==> config.mk <==
export PLATFORM = sky130hd
export DESIGN_NAME = bvs_setpoint
export DESIGN_NICKNAME = d
export VERILOG_FILES = /design/src/rtl/bvs_pkg.sv /design/src/rtl/bvs_setpoint.sv
export SDC_FILE = /design/constraint.sdc
export NUM_CORES = 1
export LEC_CHECK = 0
export BUFFER_PORTS_ARGS = -buffer_cell sky130_fd_sc_hd__buf_2
export CORE_MARGIN = 10
export CORE_UTILIZATION = 58
export DETAILED_ROUTE_END_ITERATION = 8
export PLACE_DENSITY = 0.82
export SYNTH_ARGS = -nofsm -noshare
export SYNTH_HDL_FRONTEND = slang
export SYNTH_SLANG_ARGS = --single-unit
==> constraint.sdc <==
create_clock -name sys_clk -period 6.9 [get_ports sys_clk]
set_clock_uncertainty 0.15 [all_clocks]
set_input_delay 0.345 -clock sys_clk [delete_from_list [all_inputs] [get_ports sys_clk]]
set_output_delay 0.345 -clock sys_clk [all_outputs]
set_load 0.02 [all_outputs]
==> src/rtl/bvs_pkg.sv <==
package bvs_pkg;
    // register map, word indices on the plain register port
    localparam int          ADDR_W          = 4;
    localparam logic [3:0]  ADDR_NORMAL     = 4'h0;   // normal_voltage_setpoint
    localparam logic [3:0]  ADDR_STANDBY    = 4'h1;   // standby_setpoint_code
    localparam logic [3:0]  ADDR_SLEEP      = 4'h2;   // sleep_setpoint_code
    localparam logic [3:0]  ADDR_STATUS     = 4'h3;   // applied code and voltage
    localparam logic [3:0]  ADDR_CONFIG     = 4'h4;   // service unlock control

    // code layout
    localparam int          CODE_W          = 7;
    localparam int          STEP_W          = 6;
    localparam int          RANGE_BIT       = 6;
    localparam int          DATA_W          = 32;
    localparam int          MV_W            = 12;
    localparam int          STATUS_MV_LSB   = 8;
    localparam int          CONFIG_UNLOCK   = 0;

    // reset values of the writable step fields
    localparam logic [5:0]  STEP_RESET      = 6'h00;

    // decode figures in millivolts
    localparam logic [11:0] LOW_BASE_MV     = 12'h190;  // 400 mV
    localparam logic [11:0] LOW_STEP_MV     = 12'h019;  // 25 mV
    localparam logic [11:0] HIGH_BASE_MV    = 12'h320;  // 800 mV
    localparam logic [11:0] HIGH_STEP_MV    = 12'h032;  // 50 mV
    localparam logic [11:0] LOW_MAX_MV      = 12'h7B7;  // 1975 mV
    localparam logic [11:0] HIGH_MAX_MV     = 12'hCE4;  // 3300 mV

    // operating states
    typedef enum logic [1:0]
    {
        MODE_NORMAL  = 2'b00,
        MODE_STANDBY = 2'b01,
        MODE_SLEEP   = 2'b10
    } bvs_mode_type;
endpackage : bvs_pkg

==> src/rtl/bvs_setpoint.sv <==
// Overview of operation
// Range bit, bit 6 of normal code, is read-only to software normally.
// Range bit comes from default configuration, or OTP value when programmed.
// Range 0: 400 mV plus 25 mV per count, at most 1975 mV.
// Range 1: 800 mV plus 50 mV per count, at most 3300 mV.
// Separate six-bit codes per state; the current state's code is applied.
// Initial range bit is copied into standby and sleep codes' bit 6.
// Software uses high range for 2.0-3.3 V, low range for 0.4-1.975 V.
// Software never programs codes decoding to 0.6 V or below.
// Writes to the range bit are ignored normally; low six bits still update.
//
// Implementation choices: the address-and-strobe port and the register offsets.
module bvs_setpoint
(
    input  wire logic                          sys_clk,         // 100 MHz clock
    input  wire logic                          srst,            // sync reset, high
    input  wire logic                          default_range,   // strap default range
    input  wire logic                          otp_programmed,  // OTP holds a range
    input  wire logic                          otp_range,       // OTP range value
    input  wire logic [1:0]                    mode_sel,        // operating state
    input  wire logic [bvs_pkg::ADDR_W-1:0]    reg_addr,        // register index
    input  wire logic [bvs_pkg::DATA_W-1:0]    reg_wdata,       // write data
    input  wire logic                          reg_wr,          // write strobe
    input  wire logic                          reg_rd,          // read strobe
    output logic      [bvs_pkg::DATA_W-1:0]    reg_rdata,       // read data, next cycle
    output logic      [bvs_pkg::CODE_W-1:0]    applied_code,    // code in use
    output logic      [bvs_pkg::MV_W-1:0]      target_mv,       // decoded target, mV
    output logic                               code_over_max    // code beyond range top
);
    // pin-side inputs pass two flops before use; stage one feeds stage two only
    localparam int     SYNC_W     = 5;   // strap, OTP value, OTP valid, two mode bits
    localparam int     SYNC_STRAP = 4;
    localparam int     SYNC_OTPV  = 3;
    localparam int     SYNC_OTPOK = 2;
    logic [SYNC_W-1:0] sync1_r;
    logic [SYNC_W-1:0] sync1_nxt;
    logic [SYNC_W-1:0] sync2_r;
    logic [SYNC_W-1:0] sync2_nxt;
    logic [1:0]        mode_r;
    logic [1:0]        mode_nxt;

    // range and per-state step fields
    // step entries: 0 normal, 1 standby, 2 sleep
    logic       range_r;
    logic       range_nxt;
    logic       range_valid_r;
    logic       range_valid_nxt;
    logic       unlock_r;
    logic       unlock_nxt;
    logic [5:0] step_r [3];
    logic [5:0] step_nxt [3];

    // outputs
    logic [bvs_pkg::DATA_W-1:0] rdata_nxt;
    logic [bvs_pkg::CODE_W-1:0] code_nxt;
    logic [bvs_pkg::MV_W-1:0]   mv_nxt;
    logic                       over_nxt;
    logic [bvs_pkg::MV_W-1:0]   mv_calc;
    logic [5:0]                 cur_step;

    // two-stage synchroniser next values; only stage two is read by logic
    // mode takes a third register so code and voltage move on one edge
    always_comb
    begin
        sync1_nxt = {default_range, otp_range, otp_programmed, mode_sel};
        sync2_nxt = sync1_r;
        mode_nxt  = sync2_r[1:0];
    end

    // the two stages run through reset so the range latch at release sees
    // settled configuration inputs; clearing them would force range 0 whatever the strap and OTP
    always_ff @(posedge sys_clk)
    begin
        sync1_r <= sync1_nxt;
        sync2_r <= sync2_nxt;
        if (srst)
        begin
            mode_r <= 2'(bvs_pkg::MODE_NORMAL);
        end
        else
        begin
            mode_r <= mode_nxt;
        end
    end

    // register writes; range is latched once after reset from stable inputs
    always_comb
    begin
        range_nxt       = range_r;
        range_valid_nxt = range_valid_r;
        unlock_nxt      = unlock_r;
        for (int i = 0; i < 3; i++)
        begin
            step_nxt[i] = step_r[i];
        end
        if (!range_valid_r)
        begin
            // default strap unless OTP has been programmed; latched once so a later
            // change of the configuration inputs cannot move a running regulator
            range_nxt       = sync2_r[SYNC_OTPOK] ? sync2_r[SYNC_OTPV]
                                                  : sync2_r[SYNC_STRAP];
            range_valid_nxt = 1'b1;
        end
        if (reg_wr)
        begin
            unique case (reg_addr)
                bvs_pkg::ADDR_NORMAL:
                begin
                    step_nxt[0] = reg_wdata[bvs_pkg::STEP_W-1:0];
                    if (unlock_r)
                    begin
                        // only in service mode may the range bit move; it is shared,
                        // so standby and sleep follow, hence software keeps it locked
                        range_nxt = reg_wdata[bvs_pkg::RANGE_BIT];
                    end
                end
                bvs_pkg::ADDR_STANDBY:
                begin
                    step_nxt[1] = reg_wdata[bvs_pkg::STEP_W-1:0];
                end
                bvs_pkg::ADDR_SLEEP:
                begin
                    step_nxt[2] = reg_wdata[bvs_pkg::STEP_W-1:0];
                end
                bvs_pkg::ADDR_CONFIG:
                begin
                    unlock_nxt = reg_wdata[bvs_pkg::CONFIG_UNLOCK];
                end
                default:
                begin
                end
            endcase
        end
    end

    // range, unlock and step registers
    always_ff @(posedge sys_clk)
    begin
        if (srst)
        begin
            range_r       <= 1'b0;
            range_valid_r <= 1'b0;
            unlock_r      <= 1'b0;
            for (int i = 0; i < 3; i++)
            begin
                step_r[i] <= bvs_pkg::STEP_RESET;
            end
        end
        else
        begin
            range_r       <= range_nxt;
            range_valid_r <= range_valid_nxt;
            unlock_r      <= unlock_nxt;
            for (int i = 0; i < 3; i++)
            begin
                step_r[i] <= step_nxt[i];
            end
        end
    end

    // select the current state's code, decode to millivolts, answer reads
    always_comb
    begin
        // the unused mode code falls back to the normal code
        unique case (mode_r)
            2'(bvs_pkg::MODE_STANDBY): cur_step = step_r[1];
            2'(bvs_pkg::MODE_SLEEP):   cur_step = step_r[2];
            default:                   cur_step = step_r[0];
        endcase
        // one shared range bit keeps all three states in one range
        code_nxt = {range_r, cur_step};
        if (range_r)
        begin
            mv_calc  = bvs_pkg::HIGH_BASE_MV
                     + 12'(cur_step) * bvs_pkg::HIGH_STEP_MV;
            over_nxt = mv_calc > bvs_pkg::HIGH_MAX_MV;
        end
        else
        begin
            mv_calc  = bvs_pkg::LOW_BASE_MV
                     + 12'(cur_step) * bvs_pkg::LOW_STEP_MV;
            over_nxt = mv_calc > bvs_pkg::LOW_MAX_MV;
        end
        // reserved codes clamp to the range top rather than overshoot
        mv_nxt = over_nxt ? (range_r ? bvs_pkg::HIGH_MAX_MV : bvs_pkg::LOW_MAX_MV)
                          : mv_calc;
        // read data answer only the cycle after the strobe; idle cycles show zero
        rdata_nxt = '0;
        if (reg_rd)
        begin
            unique case (reg_addr)
                bvs_pkg::ADDR_NORMAL:  rdata_nxt[bvs_pkg::CODE_W-1:0] = {range_r, step_r[0]};
                bvs_pkg::ADDR_STANDBY: rdata_nxt[bvs_pkg::CODE_W-1:0] = {range_r, step_r[1]};
                bvs_pkg::ADDR_SLEEP:   rdata_nxt[bvs_pkg::CODE_W-1:0] = {range_r, step_r[2]};
                bvs_pkg::ADDR_STATUS:
                begin
                    rdata_nxt[bvs_pkg::CODE_W-1:0] = applied_code;
                    rdata_nxt[bvs_pkg::STATUS_MV_LSB +: bvs_pkg::MV_W] = target_mv;
                end
                bvs_pkg::ADDR_CONFIG:  rdata_nxt[bvs_pkg::CONFIG_UNLOCK] = unlock_r;
                default:               rdata_nxt = '0;
            endcase
        end
    end

    // every output leaves a flop, so the power stage never sees a glitching code
    always_ff @(posedge sys_clk)
    begin
        if (srst)
        begin
            reg_rdata     <= '0;
            applied_code  <= '0;
            target_mv     <= '0;
            code_over_max <= 1'b0;
        end
        else
        begin
            reg_rdata     <= rdata_nxt;
            applied_code  <= code_nxt;
            target_mv     <= mv_nxt;
            code_over_max <= over_nxt;
        end
    end
endmodule : bvs_setpoint

==> summary.md <==
| Metric | Value |
|---|---|
| Port bufs | 58 |
| Maximum buffer depth of the clock tree | 2 |
| Seq pwr share | 45.1% |
| Drt pass-1 iters | 4 |
| Drt drc | 0 |
| Setup Fix Bufs, Post-CTS | 0 |
| GRT Overall Usage | 16.46% |
| Layout Cells excl Fill | 580 |
| Clock Pin Slew Worst Setup and Hold Paths | 80 ps |
| DRT iter0 DRCs | 112 |
| Htree depth | 3 |
| Pin count of the biggest net entering global routing | 36 |
| CP max-delay cell | ha_1 |
| Syn_area_per_cell | 9.542 sq um |
| Status | finished clean |
| First-pass GRT wire length | 14.12 mm |
| Rows | 30 |
| Final Hold Violating Endpoints | 0 |
| Syn Inst Count | 423 |
| FF+latch count, synth | 72 |
| Die area | 10700 sq um |
| Most frequent cells in the layout | 72 x dfxtp_1, 58 x buf_2, 46 x ha_1 |
| Post-Syn Area | 4036 sq um |
| Initial Utilization | 59.41% |
| Int Pwr | 0.7233 mW |
| Async SR Flop Fraction | 0% |
| Max incr delay on CP | 540 ps |
| Routed length per placed instance | 15.46 um |
| Area growth syn-to-layout | 14.41% |
| Clk sinks | 72 |
| Leakage Power | 2.321 nW |
| Achievable Freq | 198.1 MHz |
| Leading cell type in the layout, fill and taps excluded | dfxtp_1 |
| Hold Buf Count CTS | 5 |
| Total of max-cap violations | 0 |
| Worst-path cell chain | inv_1, ha_1, nor2_1, a21oi_1, inv_1, ha_1, ha_1, ha_1, fa_1, ha_1, a32oi_1, a211oi_1, o31a_1, o21ba_2, a2111oi_4 |
| Setup TNS | 0 ps |
| Worst Hold Class | in2reg |
| Data arrival, critical path | 5140 ps |
| Sequential area share after synthesis | 35.71% |
| Post-CTS Resized | 0 |
| P per Cell Area | 208.2 nW/um^2 |
| Share of cells above drive strength 1 | 18.80% |
| Compound-gate portion of the synthesized area | 17.17% |
| CTS tree | done |
| Pins Over Slew Limit | 0 |
| Top_reg_cell synth | dfxtp_1 |
| Comb power frac | 13.0% |
| Layout Nets | 573 |
| Die Span Y | 103.4 um |
| Post-layout minimum cycle time | 5049 ps |
| Startpoint types | flop |
| Placed inst area | 4323 sq um |
| Vias in the first global route | 3083 |
| Clock power frac | 41.9% |
| Post-Synth Simple-Gate Area | 16.00% |
| Io pins | 97 |
| Critical Setup Path Class | reg2reg |
| Crit-path most repeated cell | ha_1 |
| Clock latency on the worst-skew pair | 340 ps |
| DP Wirelength | 6.875 mm |
| Clock Root Buffer | clkbuf_8 |
| GRT overflow | 0 |
| Post-Place Setup Slack | 1901 ps |
| # diodes | 0 |
| RSZ-0062 raised after global routing | false |
| Finished Cell Area | 4618 sq um |
| Worst Setup Slack, final | 1851 ps |
| Switching pwr | 0.2381 mW |
| Routed WL | 8.967 mm |
| Vias post-DR | 3185 |
| Post-route ant nets | 0 |
| CP Max Fanout | 13 |
| Post-synth EDFFs | 0 |
| Final setup fails | 0 |
| Power, Total | 0.9614 mW |
| Sw Share | 24.77% |
| Total CTS buffers | 9 |
| Max VDD drop | 0.1802 mV |
| Core area | 6794 sq um |
| Worst-Margin Slew | 712.1 ps |
| Post-synth cell types | 67 |
| Relative slew slack | 52.35% |
| Multiplexer share of the synthesized area | 6.293% |
| Largest family of logic cells by synthesized area | compound AO/OA/AOI/OAI gates |
| Die Wd | 103.4 um |
| Warnings, synthesis | 0 |
| Post-Place Cells | 559 |
| CP endpoint kind | flop |
| Initial antenna violation count | 0 |
| Final worst-path cycle share | 73.17% |
| Drt via density | 5.491 |
| Synth Area in Adders | 15.75% |
| Placer Congestion | 0.9095 |
| CP Data Required Time | 6990 ps |
| Post-Synth XOR/XNOR Area | 2.480% |
| Fill cells | 530 |
logic make-up (layout without fill, tap and decap cells):
kind of cell | count (synthesis) | after routing
adders and majority gates | 49 | 49
muxes | 24 | 24
AOI/OAI and AO/OA | 88 | 88
xor gates and xnor gates | 9 | 9
and+or+nand+nor | 125 | 125
buffers and inverters | 55 | 104
other | 1 | 13
DFF | 72 | 72
metal layers:
layer / part of all wire [%] / GRT usage [%] / routed length (um) / vias up
met1: 44 / 19.30 / 3945 / 1489
met2: 49 / 29.09 / 4388 / 103
met3: 6.5 / 4.120 / 586 / 7
met5: 0 / 0 / 0 / -
li1: - / - / - / 1586
met4: 0.52 / 4.385 / 47 / 0
cell usage after synthesis (3+ instances only):
cell / instances / area [sq um]
inv_1: 24 / 90.09
a31oi_1: 6 / 37.54
nand2_1: 13 / 48.80
and3_1: 6 / 37.54
or2_2: 4 / 25.02
and2_1: 13 / 81.33
ha_1: 46 / 575.6
xnor2_1: 5 / 43.79
a211oi_1: 15 / 112.6
nand4_1: 3 / 18.77
o21ai_1: 5 / 25.02
a22oi_1: 5 / 37.54
nor2b_1: 15 / 93.84
o21ai_0: 7 / 35.03
clkbuf_1: 15 / 56.30
a21oi_1: 16 / 80.08
a21o_1: 4 / 30.03
fa_1: 3 / 60.06
nor3_1: 3 / 15.01
mux2i_1: 22 / 220.2
nor2_1: 44 / 165.2
buf_4: 13 / 97.59
nand3_1: 10 / 50.05
dfxtp_1: 72 / 1441
final timing paths:
kind / startpoint / endpoint / slack [ps] / depth (start not counted)
max: mode_r[0]$_SDFF_PP0_ / target_mv[3]$_SDFF_PP0_ / 1850 / 15
min reg2reg: sync1_r[1]$_DFF_P_ / sync2_r[1]$_DFF_P_ / 170 / 0
max reg2reg: mode_r[0]$_SDFF_PP0_ / target_mv[3]$_SDFF_PP0_ / 1850 / 15
min: reg_wdata[6] / range_r$_SDFF_PP0_ / 110 / 3
area by class of cell:
type                       count  area (sq um)  share of cell area (%)
inverter                      25         93.84                   2.032
clock inverter                 5         103.9                   2.249
multi-input combinational    308          2377                   51.48
clock buffer                  11         141.4                   3.062
timing repair buffer          63         340.3                   7.369
tap                           96         120.1                   2.601
sequential                    72          1441                   31.21
through the flow:
step,util (%),hold slack [ps]
2_1_floorplan,-,159.6
3_3_place_gp,63.63,162.1
3_5_place_dp,63.63,166.0
4_1_cts,67.97,94.77
5_1_grt,67.97,112.7
6_report,67.97,108.3
sequential cells by signal (all words and copies together) (netlist names):
signal	flops
reg_rdata	19
step_r	18
target_mv	12
applied_code	7
sync1_r	5
sync2_r	5
mode_r	2
code_over_max	1
range_r	1
range_valid_r	1
unlock_r	1
power by group through the flow:
stage | Sequential (mW) | Clock (mW) | Combinational (mW)
after floorplan | 0.449 | 0 | 0.0897
after global placement | 0.443 | 0 | 0.117
after detailed placement | 0.444 | 0 | 0.121
after CTS | 0.434 | 0.408 | 0.124
after global routing | 0.435 | 0.427 | 0.137
final | 0.434 | 0.403 | 0.125
worst max-delay path, delay by kind of cell (launching register included):
family / cells / cell delay [ps]
adders and majority gates: 6 / 2150
AOI/OAI and AO/OA: 6 / 1900
DFF: 1 / 360
buffers and inverters: 2 / 270
and+or+nand+nor: 1 / 100
(Power assumes the default switching activity.)
